===== src/mvb_pkg.sv =====
/*
  Shared constants and carrier types for the vector bus port of the
  microcontroller. Assumes a single 200 MHz clock and no software registers.
*/
package mvb_pkg;
  localparam int MVB_ADDR_W = 13;
  localparam int MVB_INSTR_W = 16;
  localparam int MVB_BUS_W = 8;
  localparam int MVB_PROG_WORDS = 8192;
  // Instruction cycle of 200 ns, split into four quarters.
  localparam int MVB_CYCLE_NS = 200;
  localparam int MVB_CLK_NS = 5;
  localparam int MVB_QUARTER_CYCLES = MVB_CYCLE_NS / MVB_CLK_NS / 4;
  localparam logic [12:0] MVB_PC_RESET = 13'h0000;
  localparam logic [7:0] MVB_BUS_IDLE = 8'hff;
  // Instruction field layout, chosen for this port: operation in the top bits.
  localparam int MVB_OP_HI = 15;
  localparam int MVB_OP_LO = 13;
  localparam logic [2:0] MVB_OP_SELECT = 3'h1;
  localparam logic [2:0] MVB_OP_WRITE = 3'h2;
  localparam logic [2:0] MVB_OP_READ = 3'h3;
  localparam logic [2:0] MVB_OP_JUMP = 3'h4;
  localparam int MVB_RIGHT_BIT = 12;
  localparam int MVB_LEFT_BIT = 11;

  typedef struct packed {
    logic address_select_strobe;
    logic data_write_strobe;
    logic left_group_enable_n;
    logic right_group_enable_n;
  } mvb_ctrl_t;

  typedef enum logic [1:0] {MVB_Q0, MVB_Q1, MVB_Q2, MVB_Q3} mvb_quarter_t;
endpackage


===== src/mvb_port.sv =====
/*
  Pin-level port of the microcontroller: program address and instruction
  bus, the active-low three-state vector bus with its strobes and group
  enables, the master clock output, reset and halt handling.
  Assumes program storage answers within one instruction cycle and that
  the board resolves the vector bus wire from the enables.
*/
// What this block does
// - Drive 13-bit program address, bit 12 LSB.
// - Sample 16-bit instruction word, bit 0 LSB.
// - Select strobe high only while address driven.
// - Write strobe high while driving bus data.
// - Left enable low when left group accessed.
// - Right enable low when right group accessed.
// - Vector bus is active low, line 7 LSB.
// - Provide active-high master clock output.
// - Reset clears counter, address, stops clock.
// - Reset forces both group enables high immediately.
// - Halt stops execution at next cycle start.
// - Halt keeps clock running, registers unchanged.
// - Halt drives enables high in first quarter.
// - Up to 256 ports per group selectable.
`timescale 1ns/1ps
module mvb_port
  import mvb_pkg::*;
(
  // Clock, reset and halt.
  input wire logic i_mclk,
  input wire logic i_reset,
  input wire logic i_halt_n,
  // Program bus.
  output logic [MVB_ADDR_W-1:0] o_program_address_lines,
  input wire logic [MVB_INSTR_W-1:0] i_instruction_lines,
  // Vector bus, pin bit 0 carries the most significant bit.
  input wire logic [MVB_BUS_W-1:0] i_vector_bus_n,
  output logic [MVB_BUS_W-1:0] o_vector_bus_n,
  output logic o_vector_bus_oe_n,
  // Strobes and clock.
  output logic o_address_select_strobe,
  output logic o_data_write_strobe,
  output logic o_left_group_enable_n,
  output logic o_right_group_enable_n,
  output logic o_master_clock,
  // Last byte read from the bus, in true polarity with bit 0 as LSB.
  output logic [MVB_BUS_W-1:0] o_read_data
);
  mvb_quarter_t quarter;
  logic quarter_end;
  logic [MVB_ADDR_W-1:0] pc;
  logic [MVB_INSTR_W-1:0] instr;
  logic running;
  logic halted;
  mvb_ctrl_t ctrl;
  logic drive;
  logic [MVB_ADDR_W-1:0] next_pc;

  mvb_phase u_phase (
    .i_mclk(i_mclk),
    .i_reset(i_reset),
    .o_quarter(quarter),
    .o_quarter_end(quarter_end)
  );

  mvb_decode u_decode (
    .i_instr(instr),
    .i_pc(pc),
    .o_ctrl(ctrl),
    .o_drive(drive),
    .o_next_pc(next_pc)
  );

  // Pin bit order is reversed against internal order; the low level means one.
  function automatic logic [7:0] to_pins(input logic [7:0] value);
    logic [7:0] r;
    for (int i = 0; i < 8; i++) begin
      r[i] = ~value[7 - i];
    end
    return r;
  endfunction

  wire cycle_start = quarter_end && (quarter == MVB_Q3);
  wire q1_end = quarter_end && (quarter == MVB_Q0);
  wire q3_end = quarter_end && (quarter == MVB_Q2);
  wire bus_active = running && !halted;
  // The instruction's own low byte is the address or data sent out.
  wire [7:0] out_byte = instr[7:0];
  wire [7:0] next_pins = to_pins(out_byte);
  wire [MVB_ADDR_W-1:0] next_addr_pins = {<<{next_pc}};

  // Halt takes effect only on a cycle boundary, so an instruction in
  // flight always completes its bus transfer.
  always_ff @(posedge i_mclk) begin
    if (i_reset) begin
      halted <= 1'b0;
      running <= 1'b0;
    end else if (cycle_start) begin
      halted <= !i_halt_n;
      running <= 1'b1;
    end
  end

  always_ff @(posedge i_mclk) begin
    if (i_reset) begin
      pc <= MVB_PC_RESET;
      o_program_address_lines <= MVB_PC_RESET;
      instr <= '0;
    end else if (cycle_start && i_halt_n) begin
      instr <= i_instruction_lines;
      pc <= next_pc;
      o_program_address_lines <= next_addr_pins;
    end
  end

  // Master clock is high in the second and third quarters of each cycle and keeps
  // running through halt; it stays low under reset.
  always_ff @(posedge i_mclk) begin
    if (i_reset) begin
      o_master_clock <= 1'b0;
    end else if (q1_end) begin
      o_master_clock <= 1'b1;
    end else if (q3_end) begin
      o_master_clock <= 1'b0;
    end
  end

  // Controls change at cycle start and stand for the whole cycle. During
  // halt the enables go high at the cycle start, inside the first quarter.
  wire issue = i_halt_n && running;

  // The enables alone take reset without waiting for a clock edge, so every
  // port lets go of the bus the moment reset rises; the rest stays synchronous.
  always_ff @(posedge i_mclk or posedge i_reset) begin
    if (i_reset) begin
      o_left_group_enable_n <= 1'b1;
      o_right_group_enable_n <= 1'b1;
    end else if (cycle_start) begin
      if (issue) begin
        o_left_group_enable_n <= ctrl.left_group_enable_n;
        o_right_group_enable_n <= ctrl.right_group_enable_n;
      end else begin
        o_left_group_enable_n <= 1'b1;
        o_right_group_enable_n <= 1'b1;
      end
    end
  end

  always_ff @(posedge i_mclk) begin
    if (i_reset) begin
      o_address_select_strobe <= 1'b0;
      o_data_write_strobe <= 1'b0;
      o_vector_bus_oe_n <= 1'b1;
      o_vector_bus_n <= MVB_BUS_IDLE;
    end else if (cycle_start) begin
      if (issue) begin
        o_address_select_strobe <= ctrl.address_select_strobe;
        o_data_write_strobe <= ctrl.data_write_strobe;
        o_vector_bus_oe_n <= !drive;
        o_vector_bus_n <= drive ? next_pins : MVB_BUS_IDLE;
      end else begin
        o_address_select_strobe <= 1'b0;
        o_data_write_strobe <= 1'b0;
        o_vector_bus_oe_n <= 1'b1;
        o_vector_bus_n <= MVB_BUS_IDLE;
      end
    end
  end

  // A read takes the port's byte at the falling master clock, when the
  // port has had three quarters of a cycle to drive it.
  wire read_now = q3_end && bus_active && o_vector_bus_oe_n && !o_data_write_strobe
                  && !(o_left_group_enable_n && o_right_group_enable_n);
  always_ff @(posedge i_mclk) begin
    if (i_reset) begin
      o_read_data <= '0;
    end else if (read_now) begin
      o_read_data <= to_pins(i_vector_bus_n);
    end
  end
endmodule


===== src/mvb_phase.sv =====
/*
  Quarter-cycle sequencer: divides the system clock into the four
  quarters of one instruction cycle. Assumes synchronous reset.
*/
`timescale 1ns/1ps
module mvb_phase
  import mvb_pkg::*;
(
  // Clock and reset.
  input wire logic i_mclk,
  input wire logic i_reset,
  // Quarter state.
  output mvb_quarter_t o_quarter,
  output logic o_quarter_end
);
  logic [7:0] count;
  wire last = (count == 8'(MVB_QUARTER_CYCLES - 1));

  assign o_quarter_end = last;

  always_ff @(posedge i_mclk) begin
    if (i_reset) begin
      count <= 8'h00;
      o_quarter <= MVB_Q0;
    end else if (last) begin
      count <= 8'h00;
      o_quarter <= mvb_quarter_t'(o_quarter + 2'h1);
    end else begin
      count <= count + 8'h01;
    end
  end
endmodule


===== src/mvb_decode.sv =====
/*
  Instruction decoder: turns a fetched instruction word into the bus
  controls, drive flag and the next program address. Purely combinational.
*/
`timescale 1ns/1ps
module mvb_decode
  import mvb_pkg::*;
(
  // Current state.
  input wire logic [MVB_INSTR_W-1:0] i_instr,
  input wire logic [MVB_ADDR_W-1:0] i_pc,
  // Decoded result.
  output mvb_ctrl_t o_ctrl,
  output logic o_drive,
  output logic [MVB_ADDR_W-1:0] o_next_pc
);
  wire [2:0] op = i_instr[MVB_OP_HI:MVB_OP_LO];
  wire is_sel = (op == MVB_OP_SELECT);
  wire is_wr = (op == MVB_OP_WRITE);
  wire is_rd = (op == MVB_OP_READ);
  wire is_bus = is_sel | is_wr | is_rd;

  assign o_ctrl.address_select_strobe = is_sel;
  assign o_ctrl.data_write_strobe = is_wr;
  assign o_ctrl.left_group_enable_n = ~(is_bus & i_instr[MVB_LEFT_BIT]);
  assign o_ctrl.right_group_enable_n = ~(is_bus & i_instr[MVB_RIGHT_BIT]);
  assign o_drive = is_sel | is_wr;
  assign o_next_pc = (op == MVB_OP_JUMP) ? i_instr[MVB_ADDR_W-1:0] : i_pc + 13'h0001;
endmodule


===== config.mk =====
export PLATFORM = sky130hd
export DESIGN_NAME = mvb_port
export DESIGN_NICKNAME = d
export VERILOG_FILES = /design/src/mvb_pkg.sv /design/src/mvb_port.sv /design/src/mvb_phase.sv /design/src/mvb_decode.sv
export SDC_FILE = /design/constraint.sdc
export NUM_CORES = 1
export LEC_CHECK = 0
export BUFFER_PORTS_ARGS = -buffer_cell sky130_fd_sc_hd__buf_2
export CELL_PAD_IN_SITES_DETAIL_PLACEMENT = 0
export CELL_PAD_IN_SITES_GLOBAL_PLACEMENT = 1
export CORE_MARGIN = 10
export CORE_UTILIZATION = 39
export DETAILED_ROUTE_END_ITERATION = 7
export GPL_TIMING_DRIVEN = 0
export MAX_ROUTING_LAYER = met4
export PLACE_DENSITY = 0.8
export SLEW_MARGIN = 20
export SYNTH_ARGS = -nofsm -noshare
export SYNTH_HDL_FRONTEND = slang
export SYNTH_SLANG_ARGS = --single-unit
export TNS_END_PERCENT = 100

===== constraint.sdc =====
create_clock -name i_mclk -period 2 [get_ports i_mclk]
set_input_delay 0.5 -clock i_mclk [delete_from_list [all_inputs] [get_ports i_mclk]]
set_output_delay 0.5 -clock i_mclk [all_outputs]
set_load 0.03 [all_outputs]

==> results.json, run 1 <==
{
  "status": "finished, final reports clean",
  "insertion_delay_ns": 0.34,
  "portBuffers": 60,
  "fin_crit_sh_pct": 96.0,
  "diodes": 0,
  "hp-class": "input pin to register",
  "slew_viol_final": 0,
  "netlist_area_mm2": 0.00277,
  "p_switching_uw": 556,
  "power_mw": 2.49,
  "leakagePower_nw": 1.33,
  "synthFlopType": "dfxtp_1",
  "drc": 0,
  "clockPowerShare_pct": 46.0,
  "yosysWarningCount": 0,
  "wl_per_cell_um": 14.8,
  "rsz0062_at_grt": "false",
  "ant_nets": 0,
  "max-vdd-ir-drop_mv": 0.464,
  "path_cells": "ha_1, nand3_1, or4_4, o31a_1, o32ai_1",
  "vias": 2503,
  "share_comb_of_total_power_pct": 3.2,
  "fmax_mhz": 521,
  "drt_wl_total_mm": 7.38,
  "core_mm2": 0.00683,
  "crit_arrival_ns": 2.17,
  "place_area_mm2": 0.00319,
  "grt_antenna_before_repair": 0,
  "setup.worst_path.class": "register to register",
  "clock_skew_ns": 0.00717,
  "preCtsSetupSlack_ns": 0.00670,
  "power_density_mw_per_mm2": 728,
  "grt_pass1_vias": 2464,
  "final_cell_mix": "buf_2, dfxtp_1, nand2_1",
  "grt_usage_pct": 14.3,
  "grt_max_degree": 12,
  "cp-end-kind": "register",
  "ys_seq_elements": 63,
  "layout.nets": 430,
  "hpwl_mm": 5.49,
  "finalSetupViolCount": 0,
  "drt_iter0_drc": 91,
  "gp_congestion": 0.833,
  "cts_root_buf": "clkbuf_8",
  "firstDrtPassIters": 4,
  "synthArstFlopShare_pct": 3.17,
  "drive_above_1_share_pct": 25.1,
  "syn_inst": 324,
  "tns_ns": 0,
  "h-tree-depth": 3,
  "finalCriticalPeriod_ns": 1.92,
  "layout_commonest_cell": "buf_2",
  "worstSetupStartpointType": "register",
  "drv_cap": 0,
  "ioPinCount": 62,
  "overflow": 0,
  "cts_buffer_depth": 2,
  "finalHoldViolations": 0,
  "crit_family": "simple AND/OR/NAND/NOR gates",
  "crit_slowest_cell": "or4_4",
  "final_area_mm2": 0.00342,
  "cts_tree": "yes",
  "switching_share_pct": 22.3,
  "die_h_um": 104,
  "grt_first_pass_wirelength_mm": 12.5,
  "worstMarginPinSlew_ns": 0.557,
  "layout_setup_ws_ns": 0.0800,
  "yosysUniqueCellTypes": 52,
  "avgSynthCellArea_um2": 8.54,
  "internal-power_mw": 1.94,
  "numCtsBuffers": 9,
  "seqPwrFrac_pct": 50.9,
  "crit_path_max_incr_delay_ns": 0.53,
  "die_w_um": 104,
  "cts.clk_slew.worst_paths_ns": 0.07,
  "synth_edf_count": 0,
  "dieArea_mm2": 0.0109,
  "ys_seq_area_share_pct": 46.0,
  "slew_headroom_pct": 62.9,
  "syn_nets": 357,
  "crit_buf_inv": 0,
  "cts.sinks": 63,
  "row_count": 30,
  "critPathMaxFanout": 7,
  "syn_to_final_growth_pct": 23.7,
  "vias_per_cell": 5.03,
  "initial_core_util_pct": 40.5,
  "crit_required_ns": 2.25
}
final timing paths:
| check | to | startpoint | slack (ns) | cells after the start |
|---|---|---|---|---|
| setup / recovery | o_program_address_lines[0]$_SDFFE_PP0P_ | pc[0]$_SDFFE_PP0P_ | 0.08 | 5 |
| min in group asynchronous | o_right_group_enable_n$_DFFE_PP1P_ | i_reset | 0.53 | 2 |
| hold reg to reg | o_right_group_enable_n$_DFFE_PP1P_ | instr[12]$_SDFFE_PP0P_ | 0.45 | 1 |
| hold / removal | o_read_data[7]$_SDFFE_PP0P_ | i_vector_bus_n[0] | 0.33 | 2 |
| max in group asynchronous | o_left_group_enable_n$_DFFE_PP1P_ | i_reset | 1.44 | 2 |
| setup reg to reg | o_program_address_lines[0]$_SDFFE_PP0P_ | pc[0]$_SDFFE_PP0P_ | 0.08 | 5 |
power by group through the flow:
stage | combinational [mW] | clock (mW) | sequential, mW
after floorplan | 0.0340 | 0 | 1.29
after global placement | 0.0734 | 0 | 1.30
after detailed placement | 0.0738 | 0 | 1.30
after CTS | 0.0766 | 1.17 | 1.27
after global routing | 0.0884 | 1.23 | 1.27
final | 0.0787 | 1.15 | 1.27
synthesized netlist by cell type (2+ instances only):
| master | count | area share, % |
|---|---|---|
| a211oi_1 | 6 | 1.6 |
| a211oi_2 | 2 | 0.90 |
| a21oi_1 | 28 | 5.1 |
| a22oi_1 | 3 | 0.81 |
| a31oi_1 | 5 | 1.1 |
| a32oi_1 | 2 | 0.63 |
| and2_1 | 6 | 1.4 |
| and3_1 | 4 | 0.90 |
| and4_1 | 3 | 0.95 |
| buf_2 | 3 | 0.54 |
| buf_4 | 3 | 0.81 |
| buf_6 | 3 | 1.2 |
| clkbuf_1 | 7 | 0.95 |
| dfstp_2 | 2 | 1.9 |
| dfxtp_1 | 61 | 44 |
| ha_1 | 6 | 2.7 |
| inv_1 | 6 | 0.81 |
| nand2_1 | 55 | 7.5 |
| nand2b_1 | 2 | 0.45 |
| nand3_1 | 12 | 2.2 |
| nand4_1 | 3 | 0.68 |
| nor2_1 | 34 | 4.6 |
| nor2b_1 | 2 | 0.45 |
| nor3_1 | 5 | 0.90 |
| nor3b_1 | 2 | 0.54 |
| nor4_1 | 2 | 0.45 |
| o211ai_1 | 10 | 2.7 |
| o21ai_0 | 15 | 2.7 |
| o2bb2ai_1 | 2 | 0.63 |
| or3_1 | 3 | 0.68 |
| xnor2_1 | 2 | 0.63 |
| xor2_1 | 5 | 1.6 |
state kept, by name, indices dropped and copies added (netlist names):
signal,count
o_data_write_strobe,1
o_left_group_enable_n,1
o_master_clock,1
running,1
u_phase.o_quarter,2
o_read_data,8
pc,1
u_phase.count,8
instr,16
o_vector_bus_oe_n,1
o_vector_bus_n,8
o_program_address_lines,12
halted,1
o_address_select_strobe,1
o_right_group_enable_n,1
metal layers:
layer / vias up / global-route usage (%) / share of wire (%)
met1: 1142 / 18.5 / 51
met2: 65 / 21.0 / 44
met4: 0 / 3.58 / 0.85
met3: 7 / 4.46 / 4.5
li1: 1289 / - / -
met5: - / - / 0
what timing repair did:
| action | in CTS | in global routing |
|---|---|---|
| cloned | 0 | 0 |
| setup endpoints to repair | 1 | 15 |
| buffers inserted | 1 | 1 |
| hold buffers | 0 | 0 |
| gates resized for setup | 0 | 2 |
per-stage QoR:
stage	hold slack, ns	util [%]	std cells
3_5_place_dp	0.443	46.7	480
3_3_place_gp	0.439	46.7	480
6_report	0.326	50.1	498
5_1_grt	0.320	50.1	498
2_1_floorplan	0.398	-	324
4_1_cts	0.314	49.8	497
cells by family after synthesis:
kind of cell             share of synthesized area [%]
AND/OR/NAND/NOR                                   25.2
AO/OA/AOI/OAI                                     18.6
flip-flops                                        46.0
buffers and inverters                             5.20
XOR/XNOR                                          2.22
adder cells (fa/ha/maj)                           2.71
area by class of cell:
cell class,count,area [µm²]
Clock buffer,11,151
Inverter,6,22.5
Multi-Input combinational cell,236,1360
Sequential cell,63,1270
Timing Repair Buffer,62,315
Fill cell,708,3410
Clock inverter,5,56.3
Tap cell,96,120
Buffer,19,121
No activity file was read; power rests on OpenSTA's default activity.
==> run 2: changes to the inputs <==
--- a/config.mk
+++ b/config.mk
@@ -6,7 +6,7 @@
 export NUM_CORES = 1
 export LEC_CHECK = 0
 export BUFFER_PORTS_ARGS = -buffer_cell sky130_fd_sc_hd__buf_2
-export CELL_PAD_IN_SITES_DETAIL_PLACEMENT = 0
+export CELL_PAD_IN_SITES_DETAIL_PLACEMENT = 1
 export CELL_PAD_IN_SITES_GLOBAL_PLACEMENT = 1
 export CORE_MARGIN = 10
 export CORE_UTILIZATION = 39
@@ -14,7 +14,6 @@
 export GPL_TIMING_DRIVEN = 0
 export MAX_ROUTING_LAYER = met4
 export PLACE_DENSITY = 0.8
-export SLEW_MARGIN = 20
 export SYNTH_ARGS = -nofsm -noshare
 export SYNTH_HDL_FRONTEND = slang
 export SYNTH_SLANG_ARGS = --single-unit
==> run 2 against run 1 <==
Net effect:
- via count up 4.9%
- worst hold slack worse by 0.0081 ns
- cell area up 0.22%
- routed wire length increased by 13%
- critical path type unchanged
- die area unchanged
- worst setup slack improved by 0.029 ns
- total power increased by 2.7%
- utilization up 0.11 points
- clock power rose by 5%
- first-iteration DRC count decreased by 5.5%
- register-to-register slack improved by 0.03 ns
- count of clock-buffer cells in the layout fell by 1
==> results.json, run 2 (synthesized netlist as in run 1, its figures left out) <==
{
  "status": "finished, final reports clean",
  "dpl.cell_count": 480,
  "finalHoldViolations": 0,
  "fmax_mhz": 529,
  "clock_skew_ns": 0.00840,
  "row_count": 30,
  "max-vdd-ir-drop_mv": 0.404,
  "diodes": 0,
  "die_h_um": 104,
  "insertion_delay_ns": 0.35,
  "h-tree-depth": 3,
  "crit_path_max_incr_delay_ns": 0.52,
  "vias": 2626,
  "cts_tree": "yes",
  "dieArea_mm2": 0.0109,
  "worstMarginPinSlew_ns": 0.573,
  "rsz0062_at_grt": "false",
  "final_cell_mix": "buf_2, dfxtp_1, nand2_1",
  "drv_cap": 0,
  "grt_first_pass_wirelength_mm": 14.1,
  "setup.worst_path.class": "register to register",
  "drc": 0,
  "power_density_mw_per_mm2": 746,
  "final_area_mm2": 0.00343,
  "cp-end-kind": "register",
  "place_area_mm2": 0.00319,
  "crit_slowest_cell": "or4_4",
  "crit_required_ns": 2.25,
  "grt_usage_pct": 16.1,
  "fin_cells": 497,
  "layout_setup_ws_ns": 0.109,
  "slew_headroom_pct": 61.8,
  "crit_buf_inv": 0,
  "vias_per_cell": 5.28,
  "layout.nets": 429,
  "ant_nets": 0,
  "gp_congestion": 0.833,
  "wl_per_cell_um": 16.8,
  "grt_pass1_vias": 2763,
  "portBuffers": 60,
  "cts.clk_slew.worst_paths_ns": 0.07,
  "layout_commonest_cell": "buf_2",
  "hp-class": "input pin to register",
  "drive_above_1_share_pct": 25.4,
  "drt_wl_total_mm": 8.36,
  "crit_arrival_ns": 2.14,
  "tns_ns": 0,
  "finalSetupViolCount": 0,
  "ioPinCount": 62,
  "finalCriticalPeriod_ns": 1.89,
  "top_register": "instr",
  "cts_root_buf": "clkbuf_8",
  "largest_reg_flops": 16,
  "initial_core_util_pct": 40.5,
  "slew_viol_final": 0,
  "die_w_um": 104,
  "crit_family": "simple AND/OR/NAND/NOR gates",
  "hpwl_mm": 6.13,
  "numCtsBuffers": 9,
  "preCtsSetupSlack_ns": -0.00646,
  "grt_max_degree": 12,
  "core_mm2": 0.00683,
  "fin_crit_sh_pct": 94.6,
  "hold_buffers": 0,
  "worstSetupStartpointType": "register",
  "leakagePower_nw": 1.33,
  "drt_iter0_drc": 86,
  "overflow": 0,
  "firstDrtPassIters": 4,
  "syn_to_final_growth_pct": 24.0,
  "grt_antenna_before_repair": 0,
  "cts.sinks": 63,
  "top_regs": "instr: 16 flops, o_program_address_lines: 12 flops",
  "critPathMaxFanout": 6,
  "cts_buffer_depth": 2,
  "path_cells": "ha_1, nand3_2, or4_4, o31a_1, o32ai_1"
}
[run 2: final timing paths]
path | start | end | slack, ns | cells after the start
setup / recovery | o_program_address_lines[11]$_SDFFE_PP0P_ | o_program_address_lines[0]$_SDFFE_PP0P_ | 0.11 | 5
hold / removal | i_vector_bus_n[5] | o_read_data[2]$_SDFFE_PP0P_ | 0.32 | 2
setup reg to reg | o_program_address_lines[11]$_SDFFE_PP0P_ | o_program_address_lines[0]$_SDFFE_PP0P_ | 0.11 | 5
hold reg to reg | instr[12]$_SDFFE_PP0P_ | o_right_group_enable_n$_DFFE_PP1P_ | 0.46 | 1
max in group asynchronous | i_reset | o_left_group_enable_n$_DFFE_PP1P_ | 1.41 | 2
min in group asynchronous | i_reset | o_right_group_enable_n$_DFFE_PP1P_ | 0.56 | 2
[run 2: power breakdown]
group          internal [mW]  total [mW]  switching, mW  leakage, nW
Sequential              1.26        1.27        0.00731        0.514
Combinational         0.0324      0.0774         0.0451        0.709
Clock                  0.697        1.21          0.517        0.102
Total                   1.99        2.56          0.569         1.33
[run 2: area by class of cell]
cell class	instances	area (µm²)
Buffer	19	124
Clock buffer	10	128
Clock inverter	6	85.1
Fill cell	867	3400
Inverter	6	22.5
Multi-Input combinational cell	236	1370
Sequential cell	63	1280
Tap cell	96	120
Timing Repair Buffer	61	308
[run 2: worst register-to-register path: cells and delay by family, from the launching register on]
family | cells | cell delay, ns
AO/OA/AOI/OAI | 2 | 0.42
adder cells (fa/ha/maj) | 1 | 0.26
flip-flops | 1 | 0.43
AND/OR/NAND/NOR | 2 | 0.68
[run 2: metrics by stage]
stage | power [mW] | hold WS, ns | utilization [%]
floorplan | 1.33 | 0.398 | -
global placement | 1.37 | 0.439 | 46.7
detailed placement | 1.37 | 0.452 | 46.7
CTS | 2.58 | 0.314 | 49.9
global route | 2.65 | 0.325 | 50.2
finish | 2.56 | 0.318 | 50.2
[run 2: repair_timing]
action                                  in CTS  in global routing
pin swaps                                    0                  1
resized for setup                            0                  7
hold endpoints to repair                     0                  0
endpoints found under the setup margin       1                 15
setup buffers                                1                  0
[run 2: routing by layer]
metal,GRT usage [%],share of wire [%],up-vias,routed length (µm)
met4,6.16,1.5,0,129
met5,-,0,-,0
met2,25.7,48,62,3980
li1,-,-,1282,-
met3,3.16,3.2,14,266
met1,19.6,48,1268,3980
==> run 3: changes to the inputs <==
--- a/config.mk
+++ b/config.mk
@@ -6,14 +6,15 @@
 export NUM_CORES = 1
 export LEC_CHECK = 0
 export BUFFER_PORTS_ARGS = -buffer_cell sky130_fd_sc_hd__buf_2
+export CAP_MARGIN = 15
 export CELL_PAD_IN_SITES_DETAIL_PLACEMENT = 1
 export CELL_PAD_IN_SITES_GLOBAL_PLACEMENT = 1
 export CORE_MARGIN = 10
-export CORE_UTILIZATION = 39
+export CORE_UTILIZATION = 42
 export DETAILED_ROUTE_END_ITERATION = 7
 export GPL_TIMING_DRIVEN = 0
 export MAX_ROUTING_LAYER = met4
-export PLACE_DENSITY = 0.8
+export PLACE_DENSITY = 0.85
 export SYNTH_ARGS = -nofsm -noshare
 export SYNTH_HDL_FRONTEND = slang
 export SYNTH_SLANG_ARGS = --single-unit
==> constraint.sdc (replaced) <==
create_clock -name i_mclk -period 2.4 [get_ports i_mclk]
set_input_delay 0.6 -clock i_mclk [delete_from_list [all_inputs] [get_ports i_mclk]]
set_output_delay 0.6 -clock i_mclk [all_outputs]
set_load 0.03 [all_outputs]
==> run 3 against run 2 <==
Net effect:
- worst hold slack better by 0.11 ns
- worst setup slack better by 0.22 ns
- sequential cell count is the same
- critical path type unchanged
- highest routed layer unchanged
==> results.json, run 3 (synthesized netlist as in run 1, its figures left out) <==
{
  "crit_path_max_incr_delay_ns": 0.54,
  "worstSetupStartpointType": "register",
  "fin_cells": 476,
  "layout_commonest_cell": "buf_2",
  "drt_wl_total_mm": 8.42,
  "overflow": 0,
  "insertion_delay_ns": 0.35,
  "leakagePower_nw": 1.32,
  "preCtsSetupSlack_ns": 0.352,
  "reg2reg_slack_ns": 0.33,
  "finalCriticalPeriod_ns": 2.07,
  "path_cells": "ha_1, nand3_1, or4_4, o31a_1, o32ai_1",
  "vias_per_cell": 5.46,
  "syn_to_final_growth_pct": 22.0,
  "die_w_um": 101,
  "r2r-end": "o_program_address_lines[0]$_SDFFE_PP0P_",
  "grt_antenna_before_repair": 0,
  "crit_required_ns": 2.62,
  "layout.nets": 428,
  "ant_nets": 0,
  "use_met3_pct": 3.61,
  "drv_cap": 0,
  "dpl.cell_count": 461,
  "cts.sinks": 63,
  "hpwl_mm": 6.02,
  "cts_root_buf": "clkbuf_8",
  "top_regs": "instr: 16 flops, o_program_address_lines: 12 flops",
  "final_cell_mix": "buf_2, dfxtp_1, nand2_1",
  "slew_headroom_pct": 59.0,
  "status": "finished, final reports clean",
  "core_mm2": 0.00639,
  "gp_congestion": 0.859,
  "numCtsBuffers": 9,
  "drive_above_1_share_pct": 24.1,
  "max-vdd-ir-drop_mv": 0.369,
  "drt_iter0_drc": 107,
  "cts_tree": "yes",
  "r2r.worst_path.cells": 5,
  "clock_skew_ns": 0.0111,
  "slew_viol_final": 0,
  "largest_reg_flops": 16,
  "h-tree-depth": 3,
  "setup.worst_path.class": "register to register",
  "worstHoldStart": "i_vector_bus_n[2]",
  "cts_resized": 0,
  "power_density_mw_per_mm2": 636,
  "busiest_layer": "met2",
  "min_to": "o_read_data[5]$_SDFFE_PP0P_",
  "drc": 0,
  "grt_usage_pct": 17.4,
  "hold_ws_ns": 0.430,
  "grtUsageMet2_pct": 27.6,
  "firstDrtPassIters": 4,
  "finalSetupViolCount": 0,
  "tns_ns": 0,
  "holdPathStages": 2,
  "postCtsSetupBuffers": 0,
  "grt_pass1_vias": 2668,
  "cts.clk_slew.worst_paths_ns": 0.08,
  "fmax_mhz": 483,
  "initial_core_util_pct": 43.3,
  "diodes": 0,
  "die_h_um": 101,
  "cp-end-kind": "register",
  "portBuffers": 60,
  "dieArea_mm2": 0.0102,
  "worstMarginPinSlew_ns": 0.614,
  "grt_first_pass_wirelength_mm": 13.8,
  "crit_arrival_ns": 2.29,
  "r2r_start": "pc[0]$_SDFFE_PP0P_",
  "fillers": 808,
  "vias": 2597,
  "hp-class": "input pin to register",
  "gr-usage-met1_pct": 21.1,
  "critPathMaxFanout": 7,
  "ioPinCount": 62,
  "hold_buffers": 0,
  "row_count": 29,
  "top_register": "instr",
  "rsz0062_at_grt": "false",
  "finalHoldViolations": 0,
  "layout_setup_ws_ns": 0.331,
  "wl_per_cell_um": 17.7,
  "fin_crit_sh_pct": 86.2,
  "crit_slowest_cell": "or4_4",
  "grt_max_degree": 11,
  "cts_buffer_depth": 2
}
## run 3: per-layer routing
metal / part of all wire [%] / vias up
li1: - / 1277
met1: 46 / 1246
met2: 48 / 59
met3: 3.6 / 15
met4: 1.9 / 0
met5: 0 / -
## run 3: power breakdown
| part | internal [mW] | switching, mW | total [mW] | leakage, nW |
|---|---|---|---|---|
| sequential | 1.05 | 0.00609 | 1.06 | 0.513 |
| clock | 0.605 | 0.426 | 1.03 | 0.109 |
| combinational | 0.0246 | 0.0376 | 0.0622 | 0.695 |
| total | 1.68 | 0.469 | 2.15 | 1.32 |
## run 3: area by class of cell
type	instances	area, µm²	area share (%)
repair buffers	60	300	8.90
plain buffers	19	121	3.60
clock buffers	11	141	4.19
multi-input cells	236	1350	40.0
inverters	6	22.5	0.667
flip-flops and latches	63	1270	37.7
well taps	77	96.3	2.85
clock inverters	4	70.1	2.08
## run 3: worst max-delay path by stage
| stage | from | end | depth (start not counted) |
|---|---|---|---|
| 2_1_floorplan | pc[0]$_SDFFE_PP0P_ | o_program_address_lines[0]$_SDFFE_PP0P_ | 5 |
| 3_3_place_gp | u_phase.count[0]$_SDFF_PP0_ | o_program_address_lines[3]$_SDFFE_PP0P_ | 7 |
| 3_5_place_dp | u_phase.count[0]$_SDFF_PP0_ | o_program_address_lines[3]$_SDFFE_PP0P_ | 7 |
| 4_1_cts | pc[0]$_SDFFE_PP0P_ | o_program_address_lines[0]$_SDFFE_PP0P_ | 5 |
| 5_1_grt | u_phase.count[0]$_SDFF_PP0_ | o_program_address_lines[3]$_SDFFE_PP0P_ | 7 |
| 6_report | pc[0]$_SDFFE_PP0P_ | o_program_address_lines[0]$_SDFFE_PP0P_ | 5 |
## run 3: worst max-delay path: cells and delay by family (launching register included)
family,cells,cell delay (ns)
AND/OR/NAND/NOR,2,0.75
adder cells (fa/ha/maj),1,0.25
flip-flops,1,0.46
AO/OA/AOI/OAI,2,0.49
## run 3: through the flow
| step | power [mW] | utilization (%) | cell area (µm²) |
|---|---|---|---|
| floorplan | 1.11 | - | 2770 |
| finish | 2.15 | 52.9 | 3380 |
| global placement | 1.14 | 49.5 | 3160 |
| CTS | 2.16 | 52.9 | 3380 |
| global route | 2.22 | 52.9 | 3380 |
| detailed placement | 1.14 | 49.5 | 3160 |
